File: src/hw/wdfs_consts.vh
`ifndef WDFS_CONSTS_VH
`define WDFS_CONSTS_VH
// Number of switched outputs and fault bits
`define WDFS_NUM_OUT      12
// Default watchdog timeout in clk_sys cycles
`define WDFS_TIMEOUT_CYC  100000
// Width of the timeout counter
`define WDFS_CNT_W        32
// Index of the first and third high-side outputs
`define WDFS_HS_A_BIT     0
`define WDFS_HS_C_BIT     2
// Width of the serial fault word
`define WDFS_WORD_W       16
`endif

File: src/hw/wdfs_watchdog_failsafe.v
// Overview of operation
// - Missing watchdog toggle within the timeout window forces failsafe state.
// - Fault flag pin pulled low while any fault is latched, released once init low clears the latches.
// - Flag is summary only; per-output detail goes back in serial data.
// - On timeout, outputs follow the sampled failsafe-select level.
// - Select high: first and third high-side outputs turn on in failsafe.
// - Select low: watchdog and failsafe entry both disabled.
// - Init rising edge starts timeout; init low clears faults and counter, enters standby.
// - Wake input high starts the watchdog timeout from idle, not from standby.
// - Failsafe outputs stay on until reinitialised; then normal resumes.
// - Serial fault word bits 11..0 map to outputs 11..0.
`timescale 1ns/1ps
`include "wdfs_consts.vh"
`default_nettype none
module wdfs_watchdog_failsafe #(
  parameter integer NUM_OUT     = `WDFS_NUM_OUT,
  parameter integer TIMEOUT_CYC = `WDFS_TIMEOUT_CYC
) (
  // Clock and reset
  input  wire                 clk_sys,
  input  wire                 rstn,
  // Supervision pins
  input  wire                 watchdog_kick_in,
  input  wire                 failsafe_select_in,
  input  wire                 device_init_n,
  input  wire                 wake_in,
  // Normal output commands and fault detectors
  input  wire [NUM_OUT-1:0]   out_cmd,
  input  wire [NUM_OUT-1:0]   fault_det,
  // Switched output states and mode flags
  output reg  [NUM_OUT-1:0]   out_state,
  output reg                  failsafe_active,
  output reg                  standby,
  // Open-drain fault flag: pin output and enable
  output reg                  fault_flag_n_o,
  output reg                  fault_flag_n_oe,
  // Fault word for the serial return path
  output reg  [`WDFS_WORD_W-1:0] fault_word
);

  // One-hot supervisor states
  localparam [3:0] ST_STANDBY  = 4'h1;
  localparam [3:0] ST_IDLE     = 4'h2;
  localparam [3:0] ST_WATCH    = 4'h4;
  localparam [3:0] ST_FAILSAFE = 4'h8;
  localparam [`WDFS_CNT_W-1:0] TMO_LAST = TIMEOUT_CYC - 1;

  // State, counter, pin history and fault latches
  reg  [3:0]              state_reg;
  reg  [3:0]              state_next;
  reg  [`WDFS_CNT_W-1:0]  cnt_reg;
  reg  [`WDFS_CNT_W-1:0]  cnt_next;
  reg                     kick_prev_reg;
  reg                     init_prev_reg;
  reg                     fs_sel_reg;
  reg                     fs_sel_next;
  reg  [NUM_OUT-1:0]      fault_reg;
  reg  [NUM_OUT-1:0]      out_next;
  wire                    kick_edge;
  wire                    init_rise;
  wire                    wd_enable;
  wire                    any_fault;

  // Either edge of the kick counts as a toggle
  assign kick_edge = watchdog_kick_in ^ kick_prev_reg;
  assign init_rise = device_init_n & ~init_prev_reg;
  // Tying select low switches the watchdog off
  assign wd_enable = failsafe_select_in;
  assign any_fault = |fault_reg;

  // State and timeout counter decisions
  always @* begin
    state_next  = state_reg;
    cnt_next    = cnt_reg;
    fs_sel_next = fs_sel_reg;
    case (state_reg)
      ST_STANDBY: begin
        cnt_next = {`WDFS_CNT_W{1'b0}};
        if (init_rise) begin
          state_next = wd_enable ? ST_WATCH : ST_IDLE;
        end
      end
      ST_IDLE: begin
        cnt_next = {`WDFS_CNT_W{1'b0}};
        if (wd_enable && wake_in) begin
          state_next = ST_WATCH;
        end
      end
      ST_WATCH: begin
        // A kick restarts the window; the window is counted from the
        // last edge seen, so kicks no more than TIMEOUT_CYC cycles apart never trip it
        if (!wd_enable) begin
          state_next = ST_IDLE;
          cnt_next   = {`WDFS_CNT_W{1'b0}};
        end else if (kick_edge) begin
          cnt_next = {`WDFS_CNT_W{1'b0}};
        end else if (cnt_reg >= TMO_LAST) begin
          state_next  = ST_FAILSAFE;
          fs_sel_next = failsafe_select_in;
        end else begin
          cnt_next = cnt_reg + 1'b1;
        end
      end
      ST_FAILSAFE: begin
        // Held until reinitialised through the init pin
        state_next = ST_FAILSAFE;
      end
      default: begin
        state_next = ST_STANDBY;
      end
    endcase
    // Low init pin overrides everything
    if (!device_init_n) begin
      state_next = ST_STANDBY;
      cnt_next   = {`WDFS_CNT_W{1'b0}};
    end
  end

  // Output pattern: failsafe pattern replaces commands
  always @* begin
    out_next = out_cmd;
    if (state_next == ST_STANDBY) begin
      out_next = {NUM_OUT{1'b0}};
    end else if (state_next == ST_FAILSAFE) begin
      out_next = {NUM_OUT{1'b0}};
      if (fs_sel_next) begin
        out_next[`WDFS_HS_A_BIT] = 1'b1;
        out_next[`WDFS_HS_C_BIT] = 1'b1;
      end
    end
  end

  // Supervisor state, timeout counter and captured select level
  always @(posedge clk_sys or negedge rstn) begin
    if (!rstn) begin
      state_reg  <= ST_STANDBY;
      cnt_reg    <= {`WDFS_CNT_W{1'b0}};
      fs_sel_reg <= 1'b1;
    end else begin
      state_reg  <= state_next;
      cnt_reg    <= cnt_next;
      fs_sel_reg <= fs_sel_next;
    end
  end

  // Pin history for the edge detectors; init history resets low, so an
  // init pin already high at reset release counts as a rising edge
  always @(posedge clk_sys or negedge rstn) begin
    if (!rstn) begin
      kick_prev_reg <= 1'b0;
      init_prev_reg <= 1'b0;
    end else begin
      kick_prev_reg <= watchdog_kick_in;
      init_prev_reg <= device_init_n;
    end
  end

  // Sticky fault latches; init low is a full clear and wins over a
  // detection in the same cycle, so such a detection is lost
  always @(posedge clk_sys or negedge rstn) begin
    if (!rstn) begin
      fault_reg <= {NUM_OUT{1'b0}};
    end else if (!device_init_n) begin
      fault_reg <= {NUM_OUT{1'b0}};
    end else begin
      fault_reg <= fault_reg | fault_det;
    end
  end

  // Output pattern and mode flags, registered so the pins never glitch
  always @(posedge clk_sys or negedge rstn) begin
    if (!rstn) begin
      out_state       <= {NUM_OUT{1'b0}};
      failsafe_active <= 1'b0;
      standby         <= 1'b1;
    end else begin
      out_state       <= out_next;
      failsafe_active <= (state_next == ST_FAILSAFE);
      standby         <= (state_next == ST_STANDBY);
    end
  end

  // Open drain: data held low, enable only while pulling low;
  // the flag lags the fault latch by one cycle
  always @(posedge clk_sys or negedge rstn) begin
    if (!rstn) begin
      fault_flag_n_o  <= 1'b0;
      fault_flag_n_oe <= 1'b0;
    end else begin
      fault_flag_n_o  <= 1'b0;
      fault_flag_n_oe <= any_fault;
    end
  end

  // Serial return word: one bit per output, upper bits zero; it carries
  // the detail that the single flag cannot
  always @(posedge clk_sys or negedge rstn) begin
    if (!rstn) begin
      fault_word <= {`WDFS_WORD_W{1'b0}};
    end else begin
      fault_word <= {{(`WDFS_WORD_W-NUM_OUT){1'b0}}, fault_reg};
    end
  end

endmodule
`default_nettype wire

File: config.mk
export PLATFORM = sky130hd
export DESIGN_NAME = wdfs_watchdog_failsafe
export DESIGN_NICKNAME = d
export VERILOG_FILES = /design/src/hw/wdfs_watchdog_failsafe.v
export VERILOG_INCLUDE_DIRS = /design/src /design/src/hw
export SDC_FILE = /design/constraint.sdc
export NUM_CORES = 1
export LEC_CHECK = 0
export BUFFER_PORTS_ARGS = -buffer_cell sky130_fd_sc_hd__clkbuf_2
export CORE_AREA = 5 5 120 122
export CTS_BUF_LIST = sky130_fd_sc_hd__clkbuf_4
export CTS_CLUSTER_SIZE = 40
export DETAILED_ROUTE_END_ITERATION = 8
export DIE_AREA = 0 0 125 127
export GPL_TIMING_DRIVEN = 0
export PLACE_DENSITY = 0.52
export SYNTH_ARGS = -nofsm -noshare
export SYNTH_HDL_FRONTEND = slang
export SYNTH_SLANG_ARGS = --single-unit
File: constraint.sdc
create_clock -name clk_sys -period 3.2 [get_ports clk_sys]
set_clock_uncertainty 0.05 [all_clocks]
set_input_delay 0 -clock clk_sys [delete_from_list [all_inputs] [get_ports clk_sys]]
set_output_delay 0 -clock clk_sys [all_outputs]
set_load 0.02 [all_outputs]
After elaboration in Yosys (flattened, before gate mapping). Cells that the tools add are included.

Register bits after elaboration: 78. Input port bits: 30.

Add/subtract/negate cells: 1. Magnitude comparators: 1. Equality and inequality tests: 8. Muxes and demuxes: 21. Bitwise operators: 4. Reduce and logical (&&, ||, !) cells: 4.

Operators by type and width (number): $mux W32 (4); $pmux W32 S2 (1); $mux W12 (3); $add A32 B1 Y32 const B (1); $ge A32 B17 Y1 const B (1); $mux W4 (6); $pmux W4 S4 (1); $or A12 B12 Y12 (1); $reduce_or A12 Y1 (1); $eq A4 B1 Y1 const B (2); $eq A4 B4 Y1 const B (2); $mux W1 (5); $ne A5 B5 Y1 const B (1); $eq A4 B2 Y1 const B (1); $eq A4 B3 Y1 const B (1); $mux W3 (1); $ne A3 B2 Y1 const B (1); $reduce_and A2 Y1 (1); $reduce_or A2 Y1 (1); $and A1 B1 Y1 (1); $logic_and A1 B1 Y1 (1); $not A1 Y1 (1); $xor A1 B1 Y1 (1).

Depth between registers and ports, before layout. Gate-level depths: netlist of run 1.

Word-level depth: 9. Mapped depth: 8.

Least setup slack after synthesis of run 1. Ideal clock, no wire load.

Kind: flip-flop to flip-flop. From: reg cnt_reg[0]. To: reg cnt_reg[9]. Library setup time: 0.069 ns. Data arrival time: 2.026 ns. Path slack: 1.055 ns. Cell stages (with the launch flop): 8. Path buffers: 1. Clock period less this slack: 2.145 ns. Cell sequence: dfrtp_1 ha_1 and4_1 nor3_1 o311ai_4 buf_6 or4b_1 nand3_1.

Word-level cells in the longest chain between the ends: 6.

Ends and longest elaborated chain: from (decl) (RTL line wdfs_watchdog_failsafe.v:51) `` reg [`WDFS_CNT_W-1:0] cnt_reg; ``; from (signal assigned) (RTL line wdfs_watchdog_failsafe.v:137) `` cnt_reg <= {`WDFS_CNT_W{1'b0}}; ``; from (signal assigned) (RTL line wdfs_watchdog_failsafe.v:141) `cnt_reg <= cnt_next;`; $add A32 B1 Y32 (RTL line wdfs_watchdog_failsafe.v:101) `cnt_next = cnt_reg + 1'b1;`; $mux W32 (RTL line wdfs_watchdog_failsafe.v:97) `end else if (cnt_reg >= TMO_LAST) begin`; $mux W32 (RTL line wdfs_watchdog_failsafe.v:95) `end else if (kick_edge) begin`; $mux W32 (RTL line wdfs_watchdog_failsafe.v:92) `if (!wd_enable) begin`; $pmux W32 S2 (RTL line wdfs_watchdog_failsafe.v:76) `case (state_reg)`; $mux W32 (RTL line wdfs_watchdog_failsafe.v:113) `if (!device_init_n) begin`.

Parallel ways exist; a longest one is shown, timed or not. The select of a mux whose other input is x is not followed. A chain may end at the register's enable or synchronous reset.

Final worst setup path of run 1.
From: reg cnt_reg[0]. To: reg state_reg[2].

Word-level cells in the longest chain between the ends: 6.

Ends and longest elaborated chain: $ge A32 B17 Y1 (RTL line wdfs_watchdog_failsafe.v:97); $mux W4 (RTL line wdfs_watchdog_failsafe.v:97); $mux W4 (RTL line wdfs_watchdog_failsafe.v:95); $mux W4 (RTL line wdfs_watchdog_failsafe.v:92); $pmux W4 S4 (RTL line wdfs_watchdog_failsafe.v:76); $mux W4 (RTL line wdfs_watchdog_failsafe.v:113); named net state_next[2] (RTL line wdfs_watchdog_failsafe.v:50) `reg [3:0] state_next;`; to (signal assigned) (RTL line wdfs_watchdog_failsafe.v:140) `state_reg <= state_next;`; to (decl) (RTL line wdfs_watchdog_failsafe.v:49) `reg [3:0] state_reg;`.

The timed path passes the listed nets, and every way through them passes these cells.

==> results of run 1 <==
## how the worst min path moves through the flow
stage                         end  cells past startpoint  slack (ns)
floorplan              cnt_reg[0]                      0       -0.35
global placement    kick_prev_reg                      1         0.1
detailed placement   out_state[0]                      1        0.02
CTS                   cnt_reg[12]                      2        0.08
global route         out_state[0]                      2        0.11
finish               out_state[0]                      2        0.07
## cells by family (layout without fill, tap and decap cells)
| group | count (synthesis) | count (layout) | share of synthesized area |
|---|---|---|---|
| buf+inv | 17 | 120 | 0.0292 |
| compound gates | 57 | 57 | 0.141 |
| other cells | 1 | 5 | 0.00117 |
| flops | 78 | 78 | 0.609 |
| mux | 1 | 1 | 0.00351 |
| fa+ha+maj | 1 | 1 | 0.00390 |
| simple gates | 109 | 109 | 0.206 |
| xor+xnor | 2 | 2 | 0.00546 |
## layout by cell type, fill, tap and decap left out, types with 3 or more instances in the layout
master | Yosys | layout
nand2_1 | 19 | 19
dfstp_2 | 3 | 3
and2_1 | 30 | 30
and3_1 | 3 | 3
nor3_1 | 5 | 5
o31ai_1 | 5 | 5
dfrtp_1 | 75 | 75
clkbuf_4 | 0 | 11
or4_1 | 10 | 10
clkbuf_2 | 0 | 55
nor2_1 | 7 | 7
nand3_1 | 7 | 7
dlygate4sd3_1 | 0 | 30
o21a_1 | 15 | 15
buf_2 | 3 | 3
a21oi_1 | 10 | 10
a21o_1 | 4 | 4
nor4_1 | 6 | 6
inv_1 | 3 | 3
nand2b_1 | 3 | 3
clkbuf_1 | 5 | 5
o211ai_1 | 6 | 6
conb_1 | 1 | 5
o21ai_0 | 3 | 3
o311ai_0 | 3 | 3
buf_4 | 5 | 5
nand4_1 | 7 | 7
## worst reg2reg max path, cell delays in order, from the launching register on
cell,delay (ns)
dfrtp_1,0.42
ha_1,0.24
and4_1,0.27
nor3_1,0.31
o311ai_4,0.23
buf_6,0.20
a21o_1,0.17
a211oi_1,0.21
dlygate4sd3_1,0.58
## layer usage
metal / vias to the layer above / part of all wire / track usage
li1: 1167 / - / -
met1: 1167 / 0.47 / 0.119
met2: 52 / 0.47 / 0.150
met3: 8 / 0.052 / 0.0326
met4: 0 / 0.011 / 0.0274
met5: - / 0 / 0
## per-stage QoR
stage / total power [W] / std cells / instance area, sq um
floorplan: 0.00113 / 270 / 3230
global placement: 0.00120 / 502 / 3730
detailed placement: 0.00121 / 503 / 3750
CTS: 0.00177 / 549 / 4170
global route: 0.00184 / 549 / 4170
finish: 0.00174 / 549 / 4170
## what timing repair did
action	CTS	global route
hold endpoints to repair	106	0
buffers inserted	0	0
resized for setup	0	0
hold buffers	30	0
## final cells by class
class	count	area (sq um)	share of cell area
clock inverter	6	46.3	0.0111
clock buffer	10	75.1	0.0180
timing repair buffer	87	603	0.145
tap	176	220	0.0528
buffer	14	82.6	0.0198
inverter	3	11.3	0.00270
multi-input combinational	175	1180	0.282
sequential	78	1960	0.469
## power groups by stage
stage / clock, W / sequential, W / combinational, W
floorplan: 0 / 0.00107 / 0.0000556
global placement: 0 / 0.00105 / 0.000151
detailed placement: 0 / 0.00105 / 0.000156
CTS: 0.000555 / 0.00103 / 0.000185
global route: 0.000599 / 0.00104 / 0.000200
finish: 0.000528 / 0.00103 / 0.000179
==> impl_metrics.py, run 1 <==
metrics = {
    "final_layout": {
        "syn2layout_area_growth_pct": 29.9,
        "fin_nets": 399,
        "largest_register_ffs": 32,
        "diodes": 0,
        "fill_cells": 1330,
        "fin_util": 0.319,
        "drive_above_1_share": 0.257,
    },
    "synthesis": {
        "synth_warnings": 0,
        "syn_avg_cell_area_sq_um": 12.1,
        "yosysSeqAreaShare": 0.609,
        "synth_common_cells": "dfrtp_1 (75), and2_1 (30), nand2_1 (19)",
        "synth_top_flop_cell": "dfrtp_1",
        "synth_area_leaders": "dfrtp_1 (58%), and2_1 (5.8%), o21a_1 (3.5%)",
        "synthDominantCellAreaShare": 0.585,
        "synth_most_common_cell": "dfrtp_1",
        "synth_area_sq_um": 3210,
        "synth_edf_count": 0,
        "synth-seq-cells": 78,
        "synthArstFlopShare": 1.00,
        "syn_inst": 266,
        "synth_cell_types": 46,
        "synth_top_area_cell": "dfrtp_1",
    },
    "sta": {
        "rsz0062_at_grt": "no",
        "worstMarginPinSlew_ns": 0.588,
        "fin_hold_ws_ns": 0.0659,
        "fin_crit_sh": 0.848,
        "maxSlewHeadroom": 0.608,
        "period_needed_ns": 2.71,
        "finalMaxSlewViolations": 0,
        "hold_viol_final": 0,
        "setup_viol": 0,
        "max_freq_ghz": 0.368,
        "setup_slack_ns": 0.486,
        "tns_ns": 0,
    },
    "routing": {
        "routedWlPerCell_um": 13.0,
        "vias": 2394,
        "dr.first_iter.drc_count": 141,
        "drc_errors": 0,
        "routed_via_density": 4.36,
        "wirelength_mm": 7.15,
        "drtAntennaViolNets": 0,
        "firstDrtPassIters": 4,
    },
    "grt": {
        "grt_pass1_wl_mm": 12.2,
        "grt_overflow": 0,
        "antenna_found_initial": 0,
        "grt_max_degree": 42,
        "grt_usage": 0.0930,
        "grt_pass1_vias": 2519,
    },
    "place": {
        "hpwl_mm": 5.04,
        "gp_congestion": 0.790,
        "pre_cts_ws_ns": 0.663,
        "io_buffers": 56,
    },
    "worst_setup_path": {
        "cp.depth": 8,
        "reg2reg_to": "state_reg[2]",
        "reg2reg_from": "cnt_reg[0]",
        "max_stage_delay_ns": 0.58,
        "critPathTopFamily": "buffers and inverters",
        "worst_setup_path_end_kind": "flop",
        "arrival_ns": 3.04,
        "crit_required_ns": 3.53,
        "worstRegToRegCells": 8,
        "crit_path_end": "state_reg[2]",
        "r2r_setup_slack_ns": 0.49,
        "cp-start-kind": "flop",
        "critPathKind": "flop to flop",
        "crit_chain": "ha_1 > and4_1 > nor3_1 > o311ai_4 > buf_6 > a21o_1 > a211oi_1 > dlygate4sd3_1",
        "path_buf_inv": 2,
        "critPathLaunch": "cnt_reg[0]",
        "critPathSlowestCell": "dlygate4sd3_1",
        "path_max_fanout": 10,
    },
    "die": {
        "io_pins": 62,
        "die_h_um": 127,
        "dieWidth_um": 125,
        "rows": 42,
        "initial_utilization": 0.245,
        "core_sq_um": 13100,
        "die_area_sq_um": 15900,
    },
    "pwr": {
        "p_leak_nw": 1.97,
        "intPower_w": 0.00127,
        "p_per_area_nw_per_um2": 417,
        "vdd_drop_max_uv": 166,
        "power_frac_clock": 0.304,
        "switching_power_w": 0.000472,
        "p_comb_frac": 0.103,
        "pwr-share-seq": 0.593,
        "switching_share": 0.271,
    },
    "cts": {
        "clock_latency_ns": 0.44,
        "cts_inserted_buffers": 9,
        "clkSinkCount": 78,
        "cts_root_buf": "clkbuf_4",
        "htreeDepth": 3,
        "clk_pin_slew_ns": 0.13,
        "ctsLongestPathBuffers": 2,
        "cts_tree": "yes",
    },
    "run_status": {
        "status": "finished clean",
    },
    "run": {
        "cap_violations": 0,
    },
    "worst_hold_path": {
        "hold_path.class": "input port to async pin",
    },
}
(Power assumes the default switching activity.)
==> run 2: changes to the inputs <==
- clock period: 3.2 -> 2.7 ns (I/O delays scaled with it)
==> run 2 against run 1 <==
Compared with the run above: combinational power increased by 19%; first-iteration DRC count decreased by 14%; critical endpoint is now cnt_reg[0]; worst hold slack lost 0.0021 ns; flip-flop and latch count unchanged; power rose by 19%; final cell count is 0.18% lower; critical path depth shrank 1; final area decreased by 0.24%; clock power grew 19%; fmax grew 5.9%; global-route usage barely moved; largest power group unchanged; count of clock-buffer cells in the layout stayed put; highest routed layer unchanged.
==> impl_metrics.py, run 2 (synthesis results as in run 1) <==
metrics = {
    "sta": {
        "finalMaxSlewViolations": 0,
        "worstMarginPinSlew_ns": 0.591,
        "fin_crit_sh": 0.950,
        "hold_viol_final": 0,
        "max_freq_ghz": 0.390,
        "maxSlewHeadroom": 0.606,
        "setup_viol": 0,
        "rsz0062_at_grt": "yes",
        "period_needed_ns": 2.56,
    },
    "place": {
        "place_area_sq_um": 3750,
        "hpwl_mm": 5.04,
        "gp_congestion": 0.790,
        "io_buffers": 56,
    },
    "final_layout": {
        "fill_cells": 1331,
        "syn2layout_area_growth_pct": 29.6,
        "mostFrequentLayoutCells": "dfrtp_1 (75), clkbuf_2 (55), and2_1 (30)",
        "fin_util": 0.318,
        "fin_area_sq_um": 4160,
        "drive_above_1_share": 0.258,
        "largest_register_ffs": 32,
        "mostFrequentLayoutCell": "dfrtp_1",
        "diodes": 0,
        "fin_nets": 398,
    },
    "worst_setup_path": {
        "path_buf_inv": 1,
        "r2r_setup_slack_ns": 0.14,
        "reg2reg_from": "cnt_reg[0]",
        "crit_chain": "ha_1 > and4_1 > nor3_1 > o311ai_4 > clkbuf_1 > nor2_1 > mux2_2",
        "critPathKind": "flop to flop",
        "cp-start-kind": "flop",
        "max_stage_delay_ns": 0.50,
        "arrival_ns": 2.83,
        "worstRegToRegCells": 7,
        "worst_setup_path_end_kind": "flop",
        "critPathSlowestCell": "o311ai_4",
        "reg2reg_to": "cnt_reg[0]",
        "critPathTopFamily": "simple AND/OR/NAND/NOR gates",
        "crit_required_ns": 2.97,
        "path_max_fanout": 10,
    },
    "pwr": {
        "vdd_drop_max_uv": 197,
        "p_leak_nw": 1.96,
        "power.total_w": 0.00206,
        "switching_share": 0.272,
        "pwr-share-seq": 0.593,
        "p_per_area_nw_per_um2": 496,
        "p_comb_frac": 0.103,
        "power_frac_clock": 0.304,
        "switching_power_w": 0.000560,
        "intPower_w": 0.00150,
    },
    "run_status": {
        "status": "finished clean",
    },
    "routing": {
        "dr.first_iter.drc_count": 121,
        "routed_via_density": 4.39,
        "vias": 2403,
        "drtAntennaViolNets": 0,
        "routedWlPerCell_um": 13.1,
        "drc_errors": 0,
        "firstDrtPassIters": 4,
        "wirelength_mm": 7.17,
    },
    "die": {
        "dieWidth_um": 125,
        "die_area_sq_um": 15900,
        "io_pins": 62,
        "initial_utilization": 0.245,
        "die_h_um": 127,
        "rows": 42,
        "core_sq_um": 13100,
    },
    "cts": {
        "ctsLongestPathBuffers": 2,
        "cts_inserted_buffers": 9,
        "htreeDepth": 3,
        "clkSinkCount": 78,
        "cts_tree": "yes",
        "clk_pin_slew_ns": 0.13,
        "clock_latency_ns": 0.44,
        "cts_root_buf": "clkbuf_4",
    },
    "grt": {
        "grt_usage": 0.0928,
        "grt_pass1_vias": 2507,
        "grt_overflow": 0,
        "antenna_found_initial": 0,
        "grt_pass1_wl_mm": 12.2,
        "grt_max_degree": 42,
    },
    "run": {
        "cap_violations": 0,
    },
    "worst_hold_path": {
        "hold_path.class": "input port to async pin",
    },
}
==> run 2: cell count changes in the layout (fill, tap and decap cells not counted), sizes merged <==
cell / previous run / this run
dlygate4sd3: 30 / 29
==> run 2: area by class of cell <==
cell class	instances	area [sq um]	share of cell area
timing repair buffer	86	593	0.143
clock buffer	10	75.1	0.0180
multi-input combinational	175	1180	0.283
inverter	3	11.3	0.00271
tap	176	220	0.0529
buffer	14	82.6	0.0198
clock inverter	6	46.3	0.0111
sequential	78	1960	0.470
==> run 2: worst register-to-register path, cell delays in order, from the launching register on <==
cell	delay [ns]
dfrtp_1	0.40
ha_1	0.20
and4_1	0.31
nor3_1	0.11
o311ai_4	0.50
clkbuf_1	0.47
nor2_1	0.13
mux2_2	0.28
==> run 2: how the worst max path moves through the flow <==
stage,from,end,cells after the start
after global placement,cnt_reg[0],cnt_reg[0],7
final,cnt_reg[0],cnt_reg[0],7
after floorplan,cnt_reg[0],cnt_reg[9],7
after CTS,cnt_reg[0],cnt_reg[0],7
after global routing,cnt_reg[0],cnt_reg[0],7
after detailed placement,cnt_reg[0],cnt_reg[0],7
==> run 2: timing repair <==
item,in CTS,in global routing
hold buffers,29,0
endpoints found under the hold margin,106,0
setup endpoints to repair,0,1
gates resized for setup,0,1
setup buffers,0,0
==> run 2: layer usage <==
metal	vias up	wire (um)	track usage
met3	8	342	0.0326
met5	-	0	0
met2	51	3350	0.149
li1	1168	-	-
met1	1176	3400	0.119
met4	0	78	0.0274
==> run 2: stage by stage <==
step / TNS [ns] / instances / setup slack (ns) / hold slack (ns)
6_report: 0 / 548 / 0.136 / 0.0638
5_1_grt: -0.00500 / 548 / -0.00500 / 0.112
4_1_cts: 0 / 548 / 0.146 / 0.0769
3_5_place_dp: 0 / 503 / 0.163 / 0.0178
3_3_place_gp: 0 / 502 / 0.185 / 0.0950
2_1_floorplan: 0 / 270 / 0.555 / -0.346
==> run 2: power groups by stage <==
stage	registers (W)	clock network [W]	logic (W)
floorplan	0.00127	0	0.0000659
global placement	0.00125	0	0.000178
detailed placement	0.00125	0	0.000185
CTS	0.00122	0.000658	0.000218
global route	0.00123	0.000710	0.000237
finish	0.00122	0.000626	0.000213
